**src/rtl/pdc_pkg.sv**
```systemverilog
// Package with constants, types and helpers of the PWM duty current capture block
package pdc_pkg;

  localparam int N_CAP         = 4;        // Capture channels
  localparam int N_PHASE       = 2;        // Current measuring channels
  localparam int CH_ENC1       = 0;        // Encoder channel one
  localparam int CH_ENC2       = 1;        // Encoder channel two
  localparam int CH_PHA        = 2;        // Phase A current channel
  localparam int CH_PHB        = 3;        // Phase B current channel
  localparam int CLK_MHZ       = 125;      // Clock rate
  localparam int CAP_LAT_CYC   = 4;        // Edge to timer latch
  localparam int INT_SYNC_CYC  = 2;        // Internal request sync
  localparam int EXT_SYNC_CYC  = 4;        // External request sync
  localparam int ACK_CYC       = 4;        // Request acknowledge time
  localparam int PREP_CYC      = 6;        // Context save before read
  localparam int MIN_PULSE_NS  = 1870;     // Narrowest carrier pulse
  // Least time, so round up
  localparam int MIN_PULSE_CYC = (MIN_PULSE_NS * CLK_MHZ + 999) / 1000;
  localparam int DIV_STEPS     = 16;       // Quotient bits
  localparam int STACK_DEPTH   = 2;        // Capture stack entries

  typedef logic [15:0] pdc_tick_t;         // Timer value
  typedef logic [3:0]  pdc_cnt_t;          // Small wait counter
  typedef logic [1:0]  pdc_lvl_t;          // Stack fill level

  localparam pdc_tick_t TMR_RST   = 16'h0000;  // Timer after reset
  localparam pdc_tick_t DUTY_MID  = 16'h8000;  // Duty of zero current
  localparam pdc_tick_t MIN_PULSE = pdc_tick_t'(MIN_PULSE_CYC);
  localparam pdc_lvl_t  LVL_FULL  = pdc_lvl_t'(STACK_DEPTH);
  localparam pdc_cnt_t  ACK_LOAD  = pdc_cnt_t'(ACK_CYC - 1);
  localparam pdc_cnt_t  PREP_LOAD = pdc_cnt_t'(PREP_CYC - 1);
  localparam logic [4:0] DIV_LOAD = 5'(DIV_STEPS);

  // Service sequence of one phase channel
  typedef enum logic [2:0] {
    ST_IDLE = 3'b000,
    ST_ACK  = 3'b001,
    ST_PREP = 3'b010,
    ST_READ = 3'b011,
    ST_DIV  = 3'b100
  } pdc_phase_st_t;

  // Width between two stamps, modulo the timer range
  function automatic pdc_tick_t pdc_wrap_diff(input pdc_tick_t late, input pdc_tick_t early);
    pdc_wrap_diff = late - early;
  endfunction : pdc_wrap_diff

endpackage : pdc_pkg

```
**src/rtl/pdc_cap_stack.sv**
```systemverilog
// Two entry capture stack holding the newest timer stamps of one channel
`timescale 1ns/1ps
module pdc_cap_stack
  import pdc_pkg::*;
(
  input  wire logic      clock,
  input  wire logic      arst_n,
  input  wire logic      push,
  input  wire pdc_tick_t push_data,
  input  wire logic      pop,
  output pdc_tick_t      older,
  output pdc_tick_t      newer,
  output pdc_lvl_t       level,
  output logic           overflow
);

  typedef struct packed {
    pdc_tick_t older;     // Second newest stamp
    pdc_tick_t newer;     // Newest stamp
    pdc_lvl_t  level;     // Entries held
    logic      overflow;  // Sticky until next pop
  } pdc_stack_state_t;

  pdc_stack_state_t state_r;  // Registered state
  pdc_stack_state_t state_nxt; // Next state

  // Pop empties first, so a push in the same cycle is kept
  always_comb begin
    state_nxt = state_r;
    if (pop) begin
      state_nxt.level    = 2'h0;
      state_nxt.overflow = 1'b0;
    end
    if (push) begin
      state_nxt.older = state_r.newer;
      state_nxt.newer = push_data;
      // Oldest entry is dropped when full; reader sees the flag
      if (state_nxt.level == LVL_FULL) begin
        state_nxt.overflow = 1'b1;
      end else begin
        state_nxt.level = state_nxt.level + 2'h1;
      end
    end
  end

  // State register
  always_ff @(posedge clock or negedge arst_n) begin
    if (!arst_n) begin
      state_r <= '0;
    end else begin
      state_r <= state_nxt;
    end
  end

  assign older    = state_r.older;
  assign newer    = state_r.newer;
  assign level    = state_r.level;
  assign overflow = state_r.overflow;

endmodule : pdc_cap_stack

```
**src/rtl/pdc_divider.sv**
```systemverilog
// Restoring divider giving a sixteen bit fraction of dividend over divisor
`timescale 1ns/1ps
module pdc_divider
  import pdc_pkg::*;
(
  input  wire logic        clock,
  input  wire logic        arst_n,
  input  wire logic        start,
  input  wire pdc_tick_t   dividend,
  input  wire logic [16:0] divisor,
  output pdc_tick_t        quotient,
  output logic             done
);

  typedef struct packed {
    logic        busy;    // Iterating
    logic [4:0]  step;    // Steps left
    logic [16:0] rem;     // Partial remainder
    logic [16:0] dvs;     // Held divisor
    pdc_tick_t   quo;     // Quotient being built
    logic        done;    // One cycle result strobe
  } pdc_div_state_t;

  pdc_div_state_t state_r;   // Registered state
  pdc_div_state_t state_nxt; // Next state

  // One quotient bit per cycle; a zero divisor or equal operands give all ones
  always_comb begin
    logic [17:0] trial;
    trial = '0;
    state_nxt = state_r;
    state_nxt.done = 1'b0;
    if (!state_r.busy) begin
      // Start is ignored while busy
      if (start) begin
        state_nxt.busy = 1'b1;
        state_nxt.step = DIV_LOAD;
        state_nxt.rem  = {1'b0, dividend};
        state_nxt.dvs  = divisor;
        state_nxt.quo  = '0;
      end
    end else begin
      trial = {state_r.rem, 1'b0};
      if (trial >= {1'b0, state_r.dvs}) begin
        state_nxt.rem = 17'(trial - {1'b0, state_r.dvs});
        state_nxt.quo = {state_r.quo[14:0], 1'b1};
      end else begin
        state_nxt.rem = trial[16:0];
        state_nxt.quo = {state_r.quo[14:0], 1'b0};
      end
      state_nxt.step = state_r.step - 5'h01;
      if (state_r.step == 5'h01) begin
        state_nxt.busy = 1'b0;
        state_nxt.done = 1'b1;
      end
    end
  end

  // State register
  always_ff @(posedge clock or negedge arst_n) begin
    if (!arst_n) begin
      state_r <= '0;
    end else begin
      state_r <= state_nxt;
    end
  end

  assign quotient = state_r.quo;
  assign done     = state_r.done;

endmodule : pdc_divider

```
**src/rtl/pdc_top.sv**
```systemverilog
// Top of the PWM duty current capture block: timer, capture, service and duty
`timescale 1ns/1ps
module pdc_top
  import pdc_pkg::*;
(
  input  wire logic   clock,
  input  wire logic   arst_n,
  input  wire logic   encoder_capture_input_1,
  input  wire logic   encoder_capture_input_2,
  input  wire logic   phase_a_capture_input,
  input  wire logic   phase_b_capture_input,
  input  wire logic   encoder_pop_1,
  input  wire logic   encoder_pop_2,
  output logic        encoder_event_1,
  output logic        encoder_event_2,
  output pdc_tick_t   encoder_older_1,
  output pdc_tick_t   encoder_newer_1,
  output pdc_tick_t   encoder_older_2,
  output pdc_tick_t   encoder_newer_2,
  output logic        phase_a_edge_interrupt,
  output logic        phase_b_edge_interrupt,
  output pdc_tick_t   phase_a_on_width,
  output pdc_tick_t   phase_a_off_width,
  output pdc_tick_t   phase_a_duty,
  output pdc_tick_t   phase_a_current,
  output logic        phase_a_valid,
  output logic        phase_a_runt,
  output pdc_tick_t   phase_b_on_width,
  output pdc_tick_t   phase_b_off_width,
  output pdc_tick_t   phase_b_duty,
  output pdc_tick_t   phase_b_current,
  output logic        phase_b_valid,
  output logic        phase_b_runt,
  output logic [3:0]  stack_overflow
);

  // State of timer, capture pipelines and service sequences in one record; stacks and dividers hold their own
  typedef struct packed {
    pdc_tick_t                                timer;     // Free running count
    logic [N_CAP-1:0]                         in_prev;   // Last sampled inputs
    logic [N_CAP-1:0][CAP_LAT_CYC-2:0]        edge_dly;  // Edge to latch delay
    logic [N_CAP-1:0][INT_SYNC_CYC-1:0]       evt_dly;   // Capture event sync
    logic [N_PHASE-1:0][EXT_SYNC_CYC-1:0]     fall_dly;  // External request sync
    pdc_phase_st_t [N_PHASE-1:0]              st;        // Service sequence
    pdc_cnt_t [N_PHASE-1:0]                   cnt;       // Wait counter
    pdc_tick_t [N_PHASE-1:0]                  last_fall; // Previous falling stamp
    pdc_tick_t [N_PHASE-1:0]                  on_w;      // High width
    pdc_tick_t [N_PHASE-1:0]                  off_w;     // Low width
    pdc_tick_t [N_PHASE-1:0]                  duty;      // High over period
    pdc_tick_t [N_PHASE-1:0]                  current;   // Signed current value
    logic [N_PHASE-1:0]                       have_fall; // Previous fall known
    logic [N_PHASE-1:0]                       irq;       // Interrupt pulse
    logic [N_PHASE-1:0]                       valid;     // Result strobe
    logic [N_PHASE-1:0]                       runt;      // Pulse below minimum
  } pdc_top_state_t;

  pdc_top_state_t state_r;    // Registered state
  pdc_top_state_t state_nxt;  // Next state

  logic [N_CAP-1:0]               cap_in;     // Channel inputs by index
  logic [N_CAP-1:0]               cap_push;   // Stamp push strobes
  logic [N_CAP-1:0]               cap_pop;    // Stack read strobes
  pdc_tick_t [N_CAP-1:0]          stk_older;  // Second newest stamps
  pdc_tick_t [N_CAP-1:0]          stk_newer;  // Newest stamps
  pdc_lvl_t [N_CAP-1:0]           stk_level;  // Stack fill
  logic [N_PHASE-1:0]             div_start;  // Divider launch
  pdc_tick_t [N_PHASE-1:0]        div_quo;    // Divider fraction
  logic [N_PHASE-1:0]             div_done;   // Divider strobe
  pdc_tick_t [N_PHASE-1:0]        rd_on;      // High width from stack
  pdc_tick_t [N_PHASE-1:0]        rd_off;     // Low width from stack
  logic [N_PHASE-1:0][16:0]       rd_sum;     // Carrier period

  assign cap_in[CH_ENC1] = encoder_capture_input_1;
  assign cap_in[CH_ENC2] = encoder_capture_input_2;
  // carrier taken straight from the pin
  assign cap_in[CH_PHA]  = phase_a_capture_input;
  assign cap_in[CH_PHB]  = phase_b_capture_input;

  // push at the end of the latency line
  assign cap_push = {state_r.edge_dly[3][CAP_LAT_CYC-2], state_r.edge_dly[2][CAP_LAT_CYC-2],
                     state_r.edge_dly[1][CAP_LAT_CYC-2], state_r.edge_dly[0][CAP_LAT_CYC-2]};

  // Encoder stacks are drained by their user, phase stacks by the service sequence
  assign cap_pop[CH_ENC1] = encoder_pop_1;
  assign cap_pop[CH_ENC2] = encoder_pop_2;
  assign cap_pop[CH_PHA]  = (state_r.st[0] == ST_READ);
  assign cap_pop[CH_PHB]  = (state_r.st[1] == ST_READ);

  for (genvar c = 0; c < N_CAP; c++) begin : g_stack
    pdc_cap_stack u_stack (
      .clock     (clock),
      .arst_n    (arst_n),
      .push      (cap_push[c]),
      .push_data (state_r.timer),
      .pop       (cap_pop[c]),
      .older     (stk_older[c]),
      .newer     (stk_newer[c]),
      .level     (stk_level[c]),
      .overflow  (stack_overflow[c])
    );
  end

  // Width arithmetic and divider per phase channel
  for (genvar p = 0; p < N_PHASE; p++) begin : g_phase
    // newest minus older is the high width
    // modulo timer range across a wrap
    assign rd_on[p]  = pdc_wrap_diff(stk_newer[CH_PHA+p], stk_older[CH_PHA+p]);
    // low width from previous fall to this rise
    assign rd_off[p] = pdc_wrap_diff(stk_older[CH_PHA+p], state_r.last_fall[p]);
    assign rd_sum[p] = {1'b0, rd_on[p]} + {1'b0, rd_off[p]};
    // A period with a lost rising stamp is not measured
    assign div_start[p] = (state_r.st[p] == ST_READ) && (stk_level[CH_PHA+p] == LVL_FULL)
                          && state_r.have_fall[p];

    // duty as high width over period
    // Fed from the stack read itself, so duty belongs to the same period as the widths
    pdc_divider u_div (
      .clock    (clock),
      .arst_n   (arst_n),
      .start    (div_start[p]),
      .dividend (rd_on[p]),
      .divisor  (rd_sum[p]),
      .quotient (div_quo[p]),
      .done     (div_done[p])
    );
  end

  // Next state of timer, capture pipelines and the two service sequences
  always_comb begin
    logic [N_CAP-1:0] edge_now;
    logic [N_CAP-1:0] fall_now;
    edge_now  = '0;
    fall_now  = '0;
    state_nxt = state_r;

    // sixteen bit free running timer, wraps naturally
    state_nxt.timer   = state_r.timer + 16'h0001;
    state_nxt.in_prev = cap_in;

    for (int c = 0; c < N_CAP; c++) begin
      // any level change is a capture edge
      edge_now[c] = cap_in[c] ^ state_r.in_prev[c];
      fall_now[c] = state_r.in_prev[c] & ~cap_in[c];
      // delay line sets the latch moment
      state_nxt.edge_dly[c] = {state_r.edge_dly[c][CAP_LAT_CYC-3:0], edge_now[c]};
      // every capture passes the internal sync; only the encoder channels raise an event from it
      state_nxt.evt_dly[c] = {state_r.evt_dly[c][INT_SYNC_CYC-2:0], cap_push[c]};
    end

    for (int p = 0; p < N_PHASE; p++) begin
      state_nxt.irq[p]   = 1'b0;
      state_nxt.valid[p] = 1'b0;
      // only the falling edge requests service
      state_nxt.fall_dly[p] = {state_r.fall_dly[p][EXT_SYNC_CYC-2:0], fall_now[CH_PHA+p]};

      case (state_r.st[p])
        // Waiting for a synchronised falling edge
        ST_IDLE: begin
          if (state_r.fall_dly[p][EXT_SYNC_CYC-1]) begin
            state_nxt.irq[p] = 1'b1;
            state_nxt.st[p]  = ST_ACK;
            state_nxt.cnt[p] = ACK_LOAD;
          end
        end
        ST_ACK: begin
          if (state_r.cnt[p] == 4'h0) begin
            state_nxt.st[p]  = ST_PREP;
            state_nxt.cnt[p] = PREP_LOAD;
          end else begin
            state_nxt.cnt[p] = state_r.cnt[p] - 4'h1;
          end
        end
        // context save before the stack read
        ST_PREP: begin
          if (state_r.cnt[p] == 4'h0) begin
            state_nxt.st[p] = ST_READ;
          end else begin
            state_nxt.cnt[p] = state_r.cnt[p] - 4'h1;
          end
        end
        // read both entries in one cycle
        ST_READ: begin
          if (stk_level[CH_PHA+p] == LVL_FULL) begin
            state_nxt.on_w[p]      = rd_on[p];
            state_nxt.off_w[p]     = rd_off[p];
            state_nxt.last_fall[p] = stk_newer[CH_PHA+p];
            state_nxt.have_fall[p] = 1'b1;
            state_nxt.st[p]        = div_start[p] ? ST_DIV : ST_IDLE;
          end else begin
            // Missing stamps: restart the low width reference
            state_nxt.have_fall[p] = 1'b0;
            state_nxt.st[p]        = ST_IDLE;
          end
        end
        // duty to signed current around the midpoint
        ST_DIV: begin
          if (div_done[p]) begin
            state_nxt.duty[p]    = div_quo[p];
            state_nxt.current[p] = div_quo[p] - DUTY_MID;
            state_nxt.valid[p]   = 1'b1;
            // flag pulses narrower than the least width
            state_nxt.runt[p]    = (state_r.on_w[p] < MIN_PULSE) ||
                                   (state_r.off_w[p] < MIN_PULSE);
            state_nxt.st[p]      = ST_IDLE;
          end
        end
        default: begin
          state_nxt.st[p] = ST_IDLE;
        end
      endcase
    end
  end

  // State register; timer starts from its reset value
  always_ff @(posedge clock or negedge arst_n) begin
    if (!arst_n) begin
      state_r       <= '0;
      state_r.timer <= TMR_RST;
    end else begin
      state_r <= state_nxt;
    end
  end

  // Outputs straight from the state record and, for encoder stamps and overflow flags, the capture stacks
  assign encoder_event_1        = state_r.evt_dly[CH_ENC1][INT_SYNC_CYC-1];
  assign encoder_event_2        = state_r.evt_dly[CH_ENC2][INT_SYNC_CYC-1];
  assign encoder_older_1        = stk_older[CH_ENC1];
  assign encoder_newer_1        = stk_newer[CH_ENC1];
  assign encoder_older_2        = stk_older[CH_ENC2];
  assign encoder_newer_2        = stk_newer[CH_ENC2];
  assign phase_a_edge_interrupt = state_r.irq[0];
  assign phase_b_edge_interrupt = state_r.irq[1];
  assign phase_a_on_width       = state_r.on_w[0];
  assign phase_a_off_width      = state_r.off_w[0];
  assign phase_a_duty           = state_r.duty[0];
  assign phase_a_current        = state_r.current[0];
  assign phase_a_valid          = state_r.valid[0];
  assign phase_a_runt           = state_r.runt[0];
  assign phase_b_on_width       = state_r.on_w[1];
  assign phase_b_off_width      = state_r.off_w[1];
  assign phase_b_duty           = state_r.duty[1];
  assign phase_b_current        = state_r.current[1];
  assign phase_b_valid          = state_r.valid[1];
  assign phase_b_runt           = state_r.runt[1];

endmodule : pdc_top

```
**config.mk**
```make
export PLATFORM = sky130hd
export DESIGN_NAME = pdc_top
export DESIGN_NICKNAME = d
export VERILOG_FILES = /design/src/rtl/pdc_pkg.sv /design/src/rtl/pdc_cap_stack.sv /design/src/rtl/pdc_divider.sv /design/src/rtl/pdc_top.sv
export SDC_FILE = /design/constraint.sdc
export NUM_CORES = 1
export LEC_CHECK = 0
export ABC_AREA = 1
export BUFFER_PORTS_ARGS = -buffer_cell sky130_fd_sc_hd__clkbuf_2
export CAP_MARGIN = 10
export CORE_AREA = 2 2 292 294
export DETAILED_ROUTE_END_ITERATION = 8
export DIE_AREA = 0 0 294 296
export PLACE_DENSITY = 0.46
export RECOVER_POWER = 100
export SYNTH_ARGS = -nofsm -noshare
export SYNTH_HDL_FRONTEND = slang
export SYNTH_SLANG_ARGS = --single-unit
```
**constraint.sdc**
```tcl
create_clock -name clock -period 6.2 [get_ports clock]
set_input_delay 1.55 -clock clock [delete_from_list [all_inputs] [get_ports clock]]
set_output_delay 1.55 -clock clock [all_outputs]
set_load 0.005 [all_outputs]
```
==> flow_metrics.tcl <==
set metrics [dict create \
    clock_sinks 450 \
    place.gp.congestion 0.800 \
    async_flop_share_pct 100 \
    portBuffers 211 \
    ios 212 \
    hp-start "state_nxt[187]" \
    start_util_pct 29.6 \
    crit_path_max_fanout 117 \
    hold_path_depth 0 \
    synth_ff_type "dfrtp_1" \
    ctsResizeCount 0 \
    n_fill_cell 8969 \
    r2r_start "state_r[181]" \
    htreeDepth 2 \
    syn-num-nets 3208 \
    clk_path_buf_depth 3 \
    yosys.area.top_type "dfrtp_1" \
    holdPathEnd "state_nxt[188]" \
    layout.nets 3277 \
    drive_gt1_share_pct 6.51 \
    postLayoutCellArea_sq_um 27900 \
    fmax_mhz 230 \
    cts_root_buf "clkbuf_16" \
    area_delta_synth_final_pct 11.7 \
    gr-total-overflow 0 \
    crit_type "input pin to async pin" \
    wirelength_um 66300 \
    die_y_um 296 \
    crit_chain "buf_8, clkbuf_2" \
    min_period_ns 4.35 \
    relSlewSlack_pct -100 \
    hp-class "flip-flop to flip-flop" \
    post-cts-setup-buffer-count 0 \
    syn_area_sq_um 25000 \
    grt_max_degree 118 \
    tns_ns 0 \
    first_global_vias 18723 \
    cts_buffers 55 \
    synth_seq_cells 450 \
    cp_slowest_cell "clkbuf_2" \
    ir_drop_v 0.000230 \
    die_area_sq_um 87000 \
    p_per_area_nw_per_um2 535 \
    place_area_sq_um 26200 \
    track_usage_pct 15.4 \
    critical_path.top_delay_family "buffers and inverters" \
    r2r_end "g_phase[1].u_div.state_r[37]" \
    arrival_ns 4.40 \
    wl_per_cell_um 15.6 \
    synth_top_cell_area_share_pct 45.1 \
    drv_cap 11 \
    drc_errors 0 \
    status "finished, violations left" \
    avgSynthCellArea_sq_um 8.19 \
    hpwl_um 48700 \
    place_ws_ns 2.60 \
    ys_warn_count 0 \
    antenna_cells 0 \
    synth-edff-count 0 \
    insertion_delay_ns 0.61 \
    dr_total_vias 19187 \
    antenna_found_initial 2 \
    slowest_delay_ns 2.13 \
    fin_skew_ns 0.0123 \
    total_power_mw 14.9 \
    drtAntennaViolNets 0 \
    synth-seq-area-share_pct 45.1 \
    slew_violations 688 \
    synth.area.top_cells "dfrtp_1 (45%), nand2_1 (12%), ha_1 (7.1%)" \
    fin_util_pct 33.1 \
    grt_pass1_wl_um 107000 \
    viasPerCell 4.51 \
    setup.worst_path.end_class "async pin" \
    fp.dieW_um 294 \
    grt_setup_unrepaired "false" \
    syn_inst 3050 \
    cts_tree "yes" \
    ys_types 52 \
    fp-row-count 107 \
    core-area_sq_um 84200 \
    p_leak_nw 13.9 \
    clk_pin_slew_ns 0.06 \
    setup_viol 0 \
    tightest_slew_ns 3.00 \
    required_ns 6.24 \
    reg2reg_depth 11 \
    crit_buf_inv 2 \
    setup_slack_ns 1.85 \
    crit_path_start_kind "input pin" \
    rrSetupSlack_ns 2.22 \
    hold_viol 0 \
    first_pass_iters 5 \
    drt_first_iter_violations 1062 \
    cts_hold_buf 0 \
    violations "max-capacitance violations, max-slew violations" \
    min_period_over_period_pct 70.2 \
]
==> logic make-up after synthesis <==
group / count (synthesis) / share of synthesized area [%]
AND/OR/NAND/NOR: 1132 / 18.6
buffers and inverters: 644 / 11.7
AO/OA/AOI/OAI: 553 / 12.4
flip-flops: 450 / 45.1
adder cells (fa/ha/maj): 150 / 7.76
XOR/XNOR: 99 / 3.47
multiplexers: 22 / 0.992
==> per-stage QoR <==
stage | instances | hold slack (ns)
2_1_floorplan | 3050 | 0.331
3_3_place_gp | 4152 | 0.333
3_5_place_dp | 4152 | 0.335
4_1_cts | 4254 | 0.348
5_1_grt | 4254 | 0.358
6_report | 4254 | 0.347
==> worst max-delay path by stage <==
stage / depth (start not counted) / to / slack [ns] / startpoint
after floorplan: 22 / g_phase[0].u_div.state_r[30] / 3.19 / g_stack[2].u_stack.newer[0]
final: 2 / phase_b_duty[12] / 1.85 / arst_n
after global routing: 2 / phase_b_duty[11] / 1.16 / arst_n
after global placement: 11 / g_phase[1].u_div.state_r[37] / 2.56 / state_r[181]
after CTS: 11 / g_phase[1].u_div.state_r[37] / 2.59 / state_r[181]
after detailed placement: 11 / g_phase[1].u_div.state_r[37] / 2.60 / state_r[181]
==> per-layer routing <==
layer	track usage [%]	part of all wire, %	wire length, um	vias up
li1	-	-	-	9878
met1	23.3	52	34800	8885
met2	22.3	40	26700	342
met3	3.28	5.2	3460	80
met4	3.62	2.0	1320	2
met5	0	0.015	10	-
==> final cells by class <==
type                    instances  area [sq um]  share of cell area [%]
clock buffers                  73          1550                    5.54
clock inverters                29           362                    1.30
inverters                     431          1620                    5.80
multi-input cells            1956         10800                    38.6
flip-flops and latches        450         11300                    40.4
well taps                    1090          1360                    4.89
repair buffers                225           978                    3.51
==> synthesized netlist by cell type, types with 16 or more instances <==
master,number
clkbuf_1,63
nor2_1,156
nand3_1,124
nor3_1,16
o21bai_1,16
mux2_2,22
inv_1,419
o211ai_1,23
dfrtp_1,450
o21ai_0,246
buf_4,132
nand2_1,775
xor2_1,73
o22ai_1,34
a21oi_1,161
nand4_1,28
xnor2_1,26
ha_1,142
==> layout by cell type, fill, tap and decap left out, drive strengths merged, types with 8 or more instances in the layout <==
master  count
clkbuf    291
nand3     124
o31ai       8
nor4       10
a21oi     161
ha        142
clkinv     18
nor2      159
inv       432
nor3       22
fa          8
o21ai     251
a31oi      13
nand2     775
xnor2      26
o21bai     16
o22ai      34
o211ai     23
xor2       73
dfrtp     450
nand4      28
mux2       22
==> sequential cells by signal (all words and copies together), names as in the netlist, 8 cells and up <==
name	count
g_phase.u_div.state_r	80
state_r	70
g_stack.u_stack.newer	64
g_stack.u_stack.older	64
g_phase.u_div.quotient	32
phase_a_duty	16
phase_a_off_width	16
phase_a_on_width	16
phase_b_duty	16
phase_b_off_width	16
phase_b_on_width	16
state_nxt	16
g_stack.u_stack.level	8
==> power by group <==
| part | leakage, nW | total [mW] | internal, mW | switching (mW) |
|---|---|---|---|---|
| Combinational | 7.22 | 7.38 | 2.66 | 4.72 |
| Clock | 0.938 | 3.38 | 2.05 | 1.33 |
| Sequential | 5.79 | 4.16 | 3.62 | 0.545 |
No activity file was read; power rests on OpenSTA's default activity.
